### config.mk
export PLATFORM = sky130hd
export DESIGN_NAME = ata_subcommand_power_query
export DESIGN_NICKNAME = d
export VERILOG_FILES = /design/src/rtl/cmd_decode_pkg.sv /design/src/rtl/cmd_if.sv /design/src/rtl/subcmd_decoder.sv /design/src/rtl/ata_subcommand_power_query.sv
export SDC_FILE = /design/constraint.sdc
export NUM_CORES = 1
export LEC_CHECK = 0
export BUFFER_PORTS_ARGS = -buffer_cell sky130_fd_sc_hd__buf_4
export CORE_ASPECT_RATIO = 1.4
export CORE_MARGIN = 2
export CORE_UTILIZATION = 58
export DETAILED_ROUTE_END_ITERATION = 6
export PLACE_DENSITY = 0.92
export REMOVE_ABC_BUFFERS = 1
export SYNTH_ARGS = -nofsm -noshare
export SYNTH_HDL_FRONTEND = slang
export SYNTH_SLANG_ARGS = --single-unit
export TNS_END_PERCENT = 5
### constraint.sdc
create_clock -name aclk -period 3.8 [get_ports aclk]
set_clock_uncertainty 0.1 [all_clocks]
set_input_delay 0 -clock aclk [delete_from_list [all_inputs] [get_ports aclk]]
set_output_delay 0 -clock aclk [all_outputs]
set_load 0.01 [all_outputs]
### src/rtl/cmd_decode_pkg.sv
package cmd_decode_pkg;

  // ----------------------------------------------------------------
  // register map (byte addresses on the control bus)
  // ----------------------------------------------------------------
  localparam logic [7:0] ADDR_FEATURE = 8'h00;
  localparam logic [7:0] ADDR_SECCNT = 8'h04;
  localparam logic [7:0] ADDR_DEVICE = 8'h08;
  localparam logic [7:0] ADDR_COMMAND = 8'h0C;
  localparam logic [7:0] ADDR_ERROR = 8'h10;
  localparam logic [7:0] ADDR_STATUS = 8'h14;
  localparam logic [7:0] ADDR_RESULT = 8'h18;
  localparam logic [7:0] ADDR_DRIVE = 8'h1C;

  // ----------------------------------------------------------------
  // opcodes and power query result values
  // ----------------------------------------------------------------
  localparam logic [7:0] OP_MONITOR = 8'hB0;
  localparam logic [7:0] OP_OVERLAY = 8'hB1;
  localparam logic [7:0] OP_SETFEAT = 8'hEF;
  localparam logic [7:0] OP_MAXSEC = 8'hF9;
  localparam logic [7:0] OP_PWRQ = 8'hE5;
  localparam logic [7:0] OP_PWRQ_ALT = 8'h98;
  localparam logic [7:0] OP_SETMAX_EXT = 8'h37;
  localparam logic [7:0] SPIN_UP_CODE = 8'hFF;
  localparam logic [7:0] SPIN_DOWN_CODE = 8'h00;

  // ----------------------------------------------------------------
  // field positions and reset values
  // ----------------------------------------------------------------
  localparam int DEV_LBA_BIT = 6;
  localparam int DEV_RETRY_BIT = 7;
  localparam int SC_OPTION_BIT = 0;
  localparam int ERR_ABORT_BIT = 2;
  localparam int ST_ERR_BIT = 0;
  localparam int ST_RDY_BIT = 6;
  localparam int ST_BSY_BIT = 7;
  localparam logic [7:0] STATUS_RESET = 8'h40;
  localparam int DECODE_CYCLES = 2;

  // decoded subcommand identifiers
  typedef enum logic [5:0] {
    SUB_NONE = 6'h00, SUB_MON_RD_ATTR = 6'h01, SUB_MON_RD_THR = 6'h02,
    SUB_MON_AUTOSAVE = 6'h03, SUB_MON_SAVE = 6'h04,
    SUB_MON_OFFLINE_NOW = 6'h05, SUB_MON_RD_LOG = 6'h06,
    SUB_MON_WR_LOG = 6'h07, SUB_MON_ENA = 6'h08, SUB_MON_DIS = 6'h09,
    SUB_MON_STATUS = 6'h0A, SUB_MON_AUTO_OFFLINE = 6'h0B,
    SUB_WCACHE_ENA = 6'h10, SUB_WCACHE_DIS = 6'h11, SUB_XFER_MODE = 6'h12,
    SUB_APM_ENA = 6'h13, SUB_APM_DIS = 6'h14, SUB_PUIS_ENA = 6'h15,
    SUB_PUIS_DIS = 6'h16, SUB_PUIS_SPIN = 6'h17, SUB_SLINK_ENA = 6'h18,
    SUB_SLINK_DIS = 6'h19, SUB_LOOKAHEAD_ENA = 6'h1A,
    SUB_LOOKAHEAD_DIS = 6'h1B, SUB_REVERT_ENA = 6'h1C,
    SUB_REVERT_DIS = 6'h1D, SUB_MAX_PASSWD = 6'h20, SUB_MAX_LOCK = 6'h21,
    SUB_MAX_UNLOCK = 6'h22, SUB_MAX_FREEZE = 6'h23,
    SUB_OVL_RESTORE = 6'h28, SUB_OVL_FREEZE = 6'h29,
    SUB_OVL_IDENTIFY = 6'h2A, SUB_OVL_SET = 6'h2B,
    SUB_POWER_QUERY = 6'h30, SUB_PASS = 6'h3E, SUB_INVALID = 6'h3F
  } subcmd_t;

  typedef enum logic [1:0] {
    ST_IDLE = 2'b00, ST_DECODE = 2'b01, ST_DONE = 2'b10
  } exec_state_t;

endpackage

### src/rtl/cmd_if.sv
// carries one issued command into the decoder and its answer back
interface cmd_if;
  logic [7:0] feature;
  logic [7:0] opcode;
  logic [7:0] sec_count;
  logic [7:0] device;
  cmd_decode_pkg::subcmd_t sub;
  logic lba_mode;
  logic max_option;
  modport ctrl (output feature, opcode, sec_count, device,
                input sub, lba_mode, max_option);
  modport dec (input feature, opcode, sec_count, device,
               output sub, lba_mode, max_option);
endinterface

### src/rtl/subcmd_decoder.sv
module subcmd_decoder
  import cmd_decode_pkg::*;
(
  cmd_if.dec cmd
);

  // ----------------------------------------------------------------
  // feature lookups per multi-function opcode
  // ----------------------------------------------------------------
  function automatic subcmd_t monitor_sub(input logic [7:0] f);
    case (f)
      8'hD0: monitor_sub = SUB_MON_RD_ATTR;
      8'hD1: monitor_sub = SUB_MON_RD_THR;
      8'hD2: monitor_sub = SUB_MON_AUTOSAVE;
      8'hD3: monitor_sub = SUB_MON_SAVE;
      8'hD4: monitor_sub = SUB_MON_OFFLINE_NOW;
      8'hD5: monitor_sub = SUB_MON_RD_LOG;
      8'hD6: monitor_sub = SUB_MON_WR_LOG;
      8'hD8: monitor_sub = SUB_MON_ENA;
      8'hD9: monitor_sub = SUB_MON_DIS;
      8'hDA: monitor_sub = SUB_MON_STATUS;
      8'hDB: monitor_sub = SUB_MON_AUTO_OFFLINE;
      default: monitor_sub = SUB_INVALID;
    endcase
  endfunction

  function automatic subcmd_t setfeat_sub(input logic [7:0] f);
    case (f)
      8'h02: setfeat_sub = SUB_WCACHE_ENA;
      8'h82: setfeat_sub = SUB_WCACHE_DIS;
      8'h03: setfeat_sub = SUB_XFER_MODE;
      8'h05: setfeat_sub = SUB_APM_ENA;
      8'h85: setfeat_sub = SUB_APM_DIS;
      8'h06: setfeat_sub = SUB_PUIS_ENA;
      8'h86: setfeat_sub = SUB_PUIS_DIS;
      8'h07: setfeat_sub = SUB_PUIS_SPIN;
      8'h10: setfeat_sub = SUB_SLINK_ENA;
      8'h90: setfeat_sub = SUB_SLINK_DIS;
      8'hAA: setfeat_sub = SUB_LOOKAHEAD_ENA;
      8'h55: setfeat_sub = SUB_LOOKAHEAD_DIS;
      8'hCC: setfeat_sub = SUB_REVERT_ENA;
      8'h66: setfeat_sub = SUB_REVERT_DIS;
      default: setfeat_sub = SUB_INVALID;
    endcase
  endfunction

  // opcode selects the table; both power query codes share one path
  always_comb begin
    case (cmd.opcode)
      OP_MONITOR: cmd.sub = monitor_sub(cmd.feature);
      OP_SETFEAT: cmd.sub = setfeat_sub(cmd.feature);
      OP_MAXSEC: begin
        case (cmd.feature)
          8'h01: cmd.sub = SUB_MAX_PASSWD;
          8'h02: cmd.sub = SUB_MAX_LOCK;
          8'h03: cmd.sub = SUB_MAX_UNLOCK;
          8'h04: cmd.sub = SUB_MAX_FREEZE;
          default: cmd.sub = SUB_INVALID;
        endcase
      end
      OP_OVERLAY: begin
        case (cmd.feature)
          8'hC0: cmd.sub = SUB_OVL_RESTORE;
          8'hC1: cmd.sub = SUB_OVL_FREEZE;
          8'hC2: cmd.sub = SUB_OVL_IDENTIFY;
          8'hC3: cmd.sub = SUB_OVL_SET;
          default: cmd.sub = SUB_INVALID;
        endcase
      end
      OP_PWRQ, OP_PWRQ_ALT: cmd.sub = SUB_POWER_QUERY;
      default: cmd.sub = SUB_PASS;
    endcase
  end

  // addressing bit; retry bit deliberately not looked at
  assign cmd.lba_mode = cmd.device[DEV_LBA_BIT];

  // option bit only means something to set-max commands
  assign cmd.max_option = ((cmd.opcode == OP_MAXSEC) ||
                           (cmd.opcode == OP_SETMAX_EXT)) ?
                          cmd.sec_count[SC_OPTION_BIT] : 1'b0;

endmodule

### src/rtl/ata_subcommand_power_query.sv
// Notes on behaviour
// - B0 with D0/D1/D5 selects monitor reads
// - B0 D2 autosave, D3 save, D4 offline
// - B0 D6 write log, D8/D9 enable/disable
// - B0 DA status, DB auto offline
// - EF 05/85 power management on/off
// - EF 06/86 standby power-up, 07 spin-up
// - EF 10/90 serial link feature on/off
// - EF AA/55 look-ahead on/off
// - EF CC/66 revert defaults on/off
// - F9 01..04 max-address security subcommands
// - B1 C0..C3 configuration overlay subcommands
// - device bit: zero CHS, one LBA
// - retry bit ignored, host should send 0
// - option bit used only for set-max
// - E5 and 98 are the power query
// - query returns FF if spinning, else 00
// - alternate opcode behaves as its primary
//
// Added by the designer: the AXI4-Lite interface to the registers and the placing of the registers.
module ata_subcommand_power_query
  import cmd_decode_pkg::*;
(
  input wire logic aclk,
  input wire logic aresetn,
  input wire logic [7:0] s_axi_awaddr,
  input wire logic s_axi_awvalid,
  output logic s_axi_awready,
  input wire logic [31:0] s_axi_wdata,
  input wire logic [3:0] s_axi_wstrb,
  input wire logic s_axi_wvalid,
  output logic s_axi_wready,
  output logic [1:0] s_axi_bresp,
  output logic s_axi_bvalid,
  input wire logic s_axi_bready,
  input wire logic [7:0] s_axi_araddr,
  input wire logic s_axi_arvalid,
  output logic s_axi_arready,
  output logic [31:0] s_axi_rdata,
  output logic [1:0] s_axi_rresp,
  output logic s_axi_rvalid,
  input wire logic s_axi_rready,
  output logic [5:0] subcmd,
  output logic subcmd_strobe,
  output logic lba_mode,
  output logic max_option
);

  // ----------------------------------------------------------------
  // state
  // ----------------------------------------------------------------
  logic [7:0] feature_q, feature_d, seccnt_q, seccnt_d;
  logic [7:0] device_q, device_d, opcode_q, opcode_d;
  logic [7:0] command_error_flags_q, command_error_flags_d;
  logic [7:0] command_completion_flags_q, command_completion_flags_d;
  logic [7:0] drive_q, drive_d;
  logic [5:0] subcmd_q, subcmd_d;
  logic strobe_q, strobe_d, lba_q, lba_d, opt_q, opt_d;
  exec_state_t state_q, state_d;
  logic [1:0] cnt_q, cnt_d;
  logic aw_q, aw_d, w_q, w_d, b_q, b_d, r_q, r_d;
  logic [7:0] awaddr_q, awaddr_d;
  logic [31:0] wdata_q, wdata_d, rdata_q, rdata_d;
  logic [3:0] wstrb_q, wstrb_d;
  logic [1:0] bresp_q, bresp_d, rresp_q, rresp_d;
  logic wr_go, rd_go, spinning;

  cmd_if cmd ();
  assign cmd.feature = feature_q;
  assign cmd.opcode = opcode_q;
  assign cmd.sec_count = seccnt_q;
  assign cmd.device = device_q;

  subcmd_decoder u_dec (
    .cmd(cmd)
  );

  // ----------------------------------------------------------------
  // bus slave and command engine
  // ----------------------------------------------------------------
  // drive bits: 0 spindle at speed, 1 standby, 2 sleep
  assign spinning = drive_q[0] && !drive_q[1] && !drive_q[2];
  assign wr_go = aw_q && w_q && !b_q;
  assign rd_go = s_axi_arvalid && !r_q;

  // one write and one read outstanding; address and data in any order
  always_comb begin
    feature_d = feature_q;
    seccnt_d = seccnt_q;
    device_d = device_q;
    opcode_d = opcode_q;
    drive_d = drive_q;
    command_error_flags_d = command_error_flags_q;
    command_completion_flags_d = command_completion_flags_q;
    subcmd_d = subcmd_q;
    strobe_d = 1'b0;
    lba_d = lba_q;
    opt_d = opt_q;
    state_d = state_q;
    cnt_d = cnt_q;
    aw_d = aw_q;
    w_d = w_q;
    b_d = b_q;
    r_d = r_q;
    awaddr_d = awaddr_q;
    wdata_d = wdata_q;
    wstrb_d = wstrb_q;
    bresp_d = bresp_q;
    rresp_d = rresp_q;
    rdata_d = rdata_q;
    if (s_axi_awvalid && !aw_q) begin
      aw_d = 1'b1;
      awaddr_d = s_axi_awaddr;
    end
    if (s_axi_wvalid && !w_q) begin
      w_d = 1'b1;
      wdata_d = s_axi_wdata;
      wstrb_d = s_axi_wstrb;
    end
    if (b_q && s_axi_bready) begin
      b_d = 1'b0;
    end
    if (wr_go) begin
      aw_d = 1'b0;
      w_d = 1'b0;
      b_d = 1'b1;
      bresp_d = 2'b00;
      // writes while busy are dropped; task file is locked
      if (wstrb_q[0] && state_q == ST_IDLE) begin
        case (awaddr_q)
          ADDR_FEATURE: feature_d = wdata_q[7:0];
          ADDR_SECCNT: seccnt_d = wdata_q[7:0];
          ADDR_DEVICE: device_d = wdata_q[7:0];
          ADDR_DRIVE: drive_d = wdata_q[7:0];
          ADDR_COMMAND: begin
            opcode_d = wdata_q[7:0];
            state_d = ST_DECODE;
            cnt_d = 2'(DECODE_CYCLES - 1);
            command_completion_flags_d = 8'h80; // busy, others clear
            command_error_flags_d = 8'h00;
          end
          ADDR_ERROR, ADDR_STATUS, ADDR_RESULT: ;
          default: bresp_d = 2'b10;
        endcase
      end
    end
    if (r_q && s_axi_rready) begin
      r_d = 1'b0;
    end
    if (rd_go) begin
      r_d = 1'b1;
      rresp_d = 2'b00;
      case (s_axi_araddr)
        ADDR_FEATURE: rdata_d = {24'h00_0000, feature_q};
        ADDR_SECCNT: rdata_d = {24'h00_0000, seccnt_q};
        ADDR_DEVICE: rdata_d = {24'h00_0000, device_q};
        ADDR_COMMAND: rdata_d = {24'h00_0000, opcode_q};
        ADDR_ERROR: rdata_d = {24'h00_0000, command_error_flags_q};
        ADDR_STATUS: rdata_d = {24'h00_0000, command_completion_flags_q};
        ADDR_RESULT: rdata_d = {26'h000_0000, subcmd_q};
        ADDR_DRIVE: rdata_d = {24'h00_0000, drive_q};
        default: begin
          rdata_d = 32'h0000_0000;
          rresp_d = 2'b10;
        end
      endcase
    end
    // command execution
    case (state_q)
      ST_IDLE: ;
      ST_DECODE: begin
        if (cnt_q == 2'b00) begin
          state_d = ST_DONE;
        end else begin
          cnt_d = cnt_q - 2'b01;
        end
      end
      ST_DONE: begin
        state_d = ST_IDLE;
        subcmd_d = cmd.sub;
        lba_d = cmd.lba_mode;
        opt_d = cmd.max_option;
        strobe_d = 1'b1;
        command_completion_flags_d = STATUS_RESET;
        if (cmd.sub == SUB_INVALID) begin
          command_error_flags_d[ERR_ABORT_BIT] = 1'b1;
          command_completion_flags_d[ST_ERR_BIT] = 1'b1;
        end else if (cmd.sub == SUB_POWER_QUERY) begin
          seccnt_d = spinning ? SPIN_UP_CODE : SPIN_DOWN_CODE;
        end
      end
      default: state_d = ST_IDLE;
    endcase
  end

  // register everything; reset leaves drive ready and idle
  always_ff @(posedge aclk) begin
    if (!aresetn) begin
      feature_q <= 8'h00;
      seccnt_q <= 8'h00;
      device_q <= 8'h00;
      opcode_q <= 8'h00;
      drive_q <= 8'h00;
      command_error_flags_q <= 8'h00;
      command_completion_flags_q <= STATUS_RESET;
      subcmd_q <= 6'h00;
      strobe_q <= 1'b0;
      lba_q <= 1'b0;
      opt_q <= 1'b0;
      state_q <= ST_IDLE;
      cnt_q <= 2'b00;
      aw_q <= 1'b0;
      w_q <= 1'b0;
      b_q <= 1'b0;
      r_q <= 1'b0;
      awaddr_q <= 8'h00;
      wdata_q <= 32'h0000_0000;
      wstrb_q <= 4'h0;
      bresp_q <= 2'b00;
      rresp_q <= 2'b00;
      rdata_q <= 32'h0000_0000;
    end else begin
      feature_q <= feature_d;
      seccnt_q <= seccnt_d;
      device_q <= device_d;
      opcode_q <= opcode_d;
      drive_q <= drive_d;
      command_error_flags_q <= command_error_flags_d;
      command_completion_flags_q <= command_completion_flags_d;
      subcmd_q <= subcmd_d;
      strobe_q <= strobe_d;
      lba_q <= lba_d;
      opt_q <= opt_d;
      state_q <= state_d;
      cnt_q <= cnt_d;
      aw_q <= aw_d;
      w_q <= w_d;
      b_q <= b_d;
      r_q <= r_d;
      awaddr_q <= awaddr_d;
      wdata_q <= wdata_d;
      wstrb_q <= wstrb_d;
      bresp_q <= bresp_d;
      rresp_q <= rresp_d;
      rdata_q <= rdata_d;
    end
  end

  // ready outputs are combinational from the holding flags
  assign s_axi_awready = !aw_q;
  assign s_axi_wready = !w_q;
  assign s_axi_bvalid = b_q;
  assign s_axi_bresp = bresp_q;
  assign s_axi_arready = !r_q;
  assign s_axi_rvalid = r_q;
  assign s_axi_rdata = rdata_q;
  assign s_axi_rresp = rresp_q;
  assign subcmd = subcmd_q;
  assign subcmd_strobe = strobe_q;
  assign lba_mode = lba_q;
  assign max_option = opt_q;

  // ----------------------------------------------------------------
  // checks
  // ----------------------------------------------------------------
  property p_query_full;
    @(posedge aclk) disable iff (!aresetn)
    (state_q == ST_DONE && cmd.sub == SUB_POWER_QUERY && spinning)
      |=> seccnt_q == SPIN_UP_CODE;
  endproperty
  a_query_full: assert property (p_query_full)
    else $error("power query spinning not FF");

  property p_query_zero;
    @(posedge aclk) disable iff (!aresetn)
    (state_q == ST_DONE && cmd.sub == SUB_POWER_QUERY && !spinning)
      |=> seccnt_q == SPIN_DOWN_CODE;
  endproperty
  a_query_zero: assert property (p_query_zero)
    else $error("power query idle not zero");

  property p_alt_same;
    @(posedge aclk) disable iff (!aresetn)
    (opcode_q == OP_PWRQ_ALT || opcode_q == OP_PWRQ)
      |-> cmd.sub == SUB_POWER_QUERY;
  endproperty
  a_alt_same: assert property (p_alt_same)
    else $error("alternate opcode decoded differently");

  property p_abort;
    @(posedge aclk) disable iff (!aresetn)
    (state_q == ST_DONE && cmd.sub == SUB_INVALID)
      |=> command_error_flags_q[ERR_ABORT_BIT]
          && command_completion_flags_q[ST_ERR_BIT] && strobe_q;
  endproperty
  a_abort: assert property (p_abort)
    else $error("invalid feature not aborted");

  property p_monitor;
    @(posedge aclk) disable iff (!aresetn)
    (opcode_q == OP_MONITOR && feature_q == 8'hD5)
      |-> cmd.sub == SUB_MON_RD_LOG;
  endproperty
  a_monitor: assert property (p_monitor)
    else $error("D5 not log read");

  property p_lba;
    @(posedge aclk) disable iff (!aresetn)
    (state_q == ST_DONE) |=> lba_q == $past(device_q[DEV_LBA_BIT]);
  endproperty
  a_lba: assert property (p_lba)
    else $error("addressing mode mismatch");

  property p_option;
    @(posedge aclk) disable iff (!aresetn)
    (state_q == ST_DONE && opcode_q != OP_MAXSEC
     && opcode_q != OP_SETMAX_EXT) |=> !opt_q;
  endproperty
  a_option: assert property (p_option)
    else $error("option bit used outside set-max");

  property p_latency;
    @(posedge aclk) disable iff (!aresetn)
    (state_q == ST_IDLE && state_d == ST_DECODE) |-> ##4 strobe_q;
  endproperty
  a_latency: assert property (p_latency)
    else $error("command did not complete in time");

  c_query: cover property (@(posedge aclk) disable iff (!aresetn)
    strobe_q && subcmd_q == SUB_POWER_QUERY);
  c_abort: cover property (@(posedge aclk) disable iff (!aresetn)
    strobe_q && command_error_flags_q[ERR_ABORT_BIT]);
  c_setfeat: cover property (@(posedge aclk) disable iff (!aresetn)
    strobe_q && subcmd_q == SUB_LOOKAHEAD_ENA);

endmodule

==> impl_metrics.env <==
export IMPL_outcome="finished clean"
export IMPL_io_pins=109
export IMPL_switching_share_pct=23.68
export IMPL_grt_setup_unrepaired="false"
export IMPL_postSynthAreaPerCell_sq_um=8.815
export IMPL_ys_warn_count=0
export IMPL_holdWs_ns=0.04965
export IMPL_synthCells=526
export IMPL_grt_first_pass_wirelength_mm=18.80
export IMPL_fin_nets=640
export IMPL_slew_headroom_pct=40.17
export IMPL_drt_iter0_drc=296
export IMPL_synth_area_sq_mm=0.004637
export IMPL_vias=4080
export IMPL_port_buffer_count=55
export IMPL_power_switching_uw=428.2
export IMPL_drv_cap=0
export IMPL_clk_path_buf_depth=2
export IMPL_p_seq_share_pct=53.0
export IMPL_clk_latency_ns=0.36
export IMPL_hold_path_class="in2reg"
export IMPL_power_mw=1.808
export IMPL_path_class="reg2reg"
export IMPL_startpoint="w_q$_SDFFE_PP0P_"
export IMPL_fin_crit_sh_pct=66.90
export IMPL_r2r_end="cmd.opcode[5]$_SDFFE_PN0P_"
export IMPL_wl_per_cell_um=17.47
export IMPL_p_leak_nw=2.016
export IMPL_synth_distinct_cells=57
export IMPL_die_x_um=79.57
export IMPL_die_area_sq_mm=0.008736
export IMPL_hold_violations=0
export IMPL_synth_seq_cells=88
export IMPL_drt_first_pass_iters=5
export IMPL_start_util_pct=59.83
export IMPL_cp_endpoint="cmd.opcode[5]$_SDFFE_PN0P_"
export IMPL_seq_area_frac_synth_pct=37.99
export IMPL_layout_drive_gt1_share_pct=16.21
export IMPL_p_int_mw=1.380
export IMPL_ff2ff_setup_slack_ns=1.26
export IMPL_cts_made_buffers=9
export IMPL_finalSetupTns_ns=0
export IMPL_async_flop_share_pct=0
export IMPL_fmax_ghz=0.3934
export IMPL_route_detailed_drc=0
export IMPL_setup_viol=0
export IMPL_antenna_found_initial=0
export IMPL_area_delta_synth_final_pct=15.89
export IMPL_cts_max_level=3
export IMPL_worstPathRequired_ns=3.99
export IMPL_power_frac_comb_pct=8.2
export IMPL_grt_max_degree=81
export IMPL_grt_usage_pct=28.21
export IMPL_path_clk_slew_ns=0.09
export IMPL_cts_root_buffer="clkbuf_8"
export IMPL_synth_edf_count=0
export IMPL_dieHeight_um=109.8
export IMPL_ys_flop_type="dfxtp_1"
export IMPL_fin_crit_ns=2.542
export IMPL_drv_slew=0
export IMPL_grt_pass1_vias=3831
export IMPL_antenna_cells=0
export IMPL_fp_row_count=38
export IMPL_core_region_area_sq_mm=0.007750
export IMPL_cp_end_kind="flip-flop"
export IMPL_clkPwrFrac_pct=38.8
export IMPL_vias_per_cell=5.948
export IMPL_cp_arrival_ns=2.73
export IMPL_cts_sinks=88
export IMPL_antenna_left=0
export IMPL_r2r_start="w_q$_SDFFE_PP0P_"
export IMPL_path_max_fanout=11
export IMPL_drt_wl_total_mm=11.99
export IMPL_cts_tree="built"
export IMPL_crit_path_start_kind="flip-flop"
export IMPL_ir_worst_vdd_mv=0.3767
export IMPL_grt_remaining_overflow=0
export IMPL_routabilityCongestion=0.9491
export IMPL_ff2ff_path_depth=6
export IMPL_tightest_slew_ns=0.8957
export IMPL_power_density_mw_per_mm2=336.4
export IMPL_hpwl_mm=8.097
## state kept, by name, indices dropped and copies added, names as in the netlist, 8 cells and up, named ones only
register	cells
s_axi_rdata	8
cmd.sec_count	8
drive_q	8
awaddr_q	8
cmd.opcode	8
cmd.feature	8
cmd.device	8
wdata_q	8
## worst min-delay path by stage
stage	slack, ns	start	to	cells after the start
floorplan	-0.03	aresetn	command_completion_flags_q[6]$_SDFFE_PP1P_	1
global placement	0.12	s_axi_awvalid	aw_q$_SDFFE_PP0P_	3
detailed placement	0.12	s_axi_awvalid	aw_q$_SDFFE_PP0P_	3
CTS	0.04	aresetn	command_completion_flags_q[6]$_SDFFE_PP1P_	2
global route	0.06	s_axi_araddr[3]	s_axi_rdata[6]$_SDFFE_PN0P_	4
finish	0.05	aresetn	command_completion_flags_q[6]$_SDFFE_PP1P_	2
## cell usage after synthesis, drive strengths merged (4+ instances only)
cell	instances	area, sq um
a21oi	22	110.1
nand3b	5	50.05
o21ai	24	120.1
buf	40	270.3
xnor2	5	43.79
mux4	7	157.7
dfxtp	88	1762
nor3	13	81.33
mux2	5	56.30
nor2	21	86.33
nor3b	5	37.54
a31oi	4	25.02
inv	8	30.03
o211ai	4	30.03
clkbuf	21	78.83
and2	9	56.30
a21boi	22	165.2
mux2i	42	420.4
nor4bb	5	50.05
nand2	71	266.5
nand2b	4	25.02
a22oi	8	60.06
nor2b	38	237.7
nand3	10	50.05
## cell type report
class                           instances  area (sq um)
Sequential cell                        88          1762
Clock inverter                          6         83.83
Inverter                                8         30.03
Fill cell                             577          2376
Clock buffer                           10         127.6
Timing Repair Buffer                   80         655.6
Tap cell                              100         125.1
Multi-Input combinational cell        394          2590
## kinds of logic after synthesis
group / Yosys count / share of synthesized area [%]
muxes: 54 / 13.68
buffers and inverters: 69 / 8.176
AOI/OAI and AO/OA: 101 / 14.09
xor gates and xnor gates: 7 / 1.322
other: 1 / 0.08087
and+or+nand+nor: 206 / 24.66
DFF: 88 / 37.99
## placed cells by master (no fill, tap or decap), types with 3 or more instances in the layout
| master | n |
|---|---|
| a31oi_1 | 4 |
| nor2b_1 | 38 |
| dfxtp_1 | 88 |
| a21oi_1 | 22 |
| conb_1 | 26 |
| nor4bb_1 | 5 |
| or3_1 | 3 |
| nor2_1 | 20 |
| clkbuf_8 | 9 |
| nor3_1 | 11 |
| mux2i_1 | 42 |
| and3_1 | 3 |
| dlygate4sd3_1 | 22 |
| and2_1 | 9 |
| nand4_1 | 3 |
| a22oi_1 | 8 |
| xnor2_1 | 5 |
| clkinv_2 | 3 |
| a211oi_1 | 3 |
| nand4b_1 | 3 |
| buf_4 | 58 |
| inv_1 | 8 |
| nand3b_1 | 4 |
| nand3_1 | 10 |
| mux2_2 | 5 |
| nor4_1 | 3 |
| nand2b_1 | 4 |
| nor3b_1 | 5 |
| a21boi_0 | 22 |
| o21ai_0 | 22 |
| o211ai_1 | 4 |
| mux4_2 | 7 |
| nand2_1 | 71 |
## stage by stage
step	std cells	instance area, sq um	util, %	worst slack (ns)
after floorplan	490	4382	-	1.211
after global placement	648	4942	63.77	1.405
after detailed placement	648	4942	63.77	1.303
after CTS	686	5374	69.34	1.287
after global routing	686	5374	69.34	1.006
final	686	5374	69.34	1.258
## power by group through the flow
| stage | logic, mW | clock network (mW) | registers [mW] |
|---|---|---|---|
| 4_1_cts | 0.145 | 0.706 | 0.956 |
| 3_5_place_dp | 0.127 | 0 | 0.978 |
| 2_1_floorplan | 0.0671 | 0 | 0.972 |
| 3_3_place_gp | 0.123 | 0 | 0.977 |
| 6_report | 0.149 | 0.701 | 0.958 |
| 5_1_grt | 0.161 | 0.738 | 0.959 |
## timing repair
action / 4_1_cts / 5_1_grt
endpoints found under the hold margin: 21 / 0
buffers inserted: 0 / 0
gates resized for setup: 0 / 0
hold buffers: 22 / 0
## layer usage
layer / wire [um] / GRT usage (%) / vias to the layer above
met1: 4409 / 31.07 / 1956
met3: 701 / 5.419 / 43
met4: 537 / 15.02 / 0
li1: - / - / 1907
met2: 6339 / 50.72 / 174
met5: 0 / 0 / -
## worst max-delay path, stage by stage, from the launching register on
cell and delay [ns]:
dfxtp_1 0.40, nand3b_1 0.21, nor4b_2 0.51, nand3b_4 0.17, nor2_1 0.71, nand2_1 0.15
a21boi_0 0.22
No activity file was read; power rests on OpenSTA's default activity.
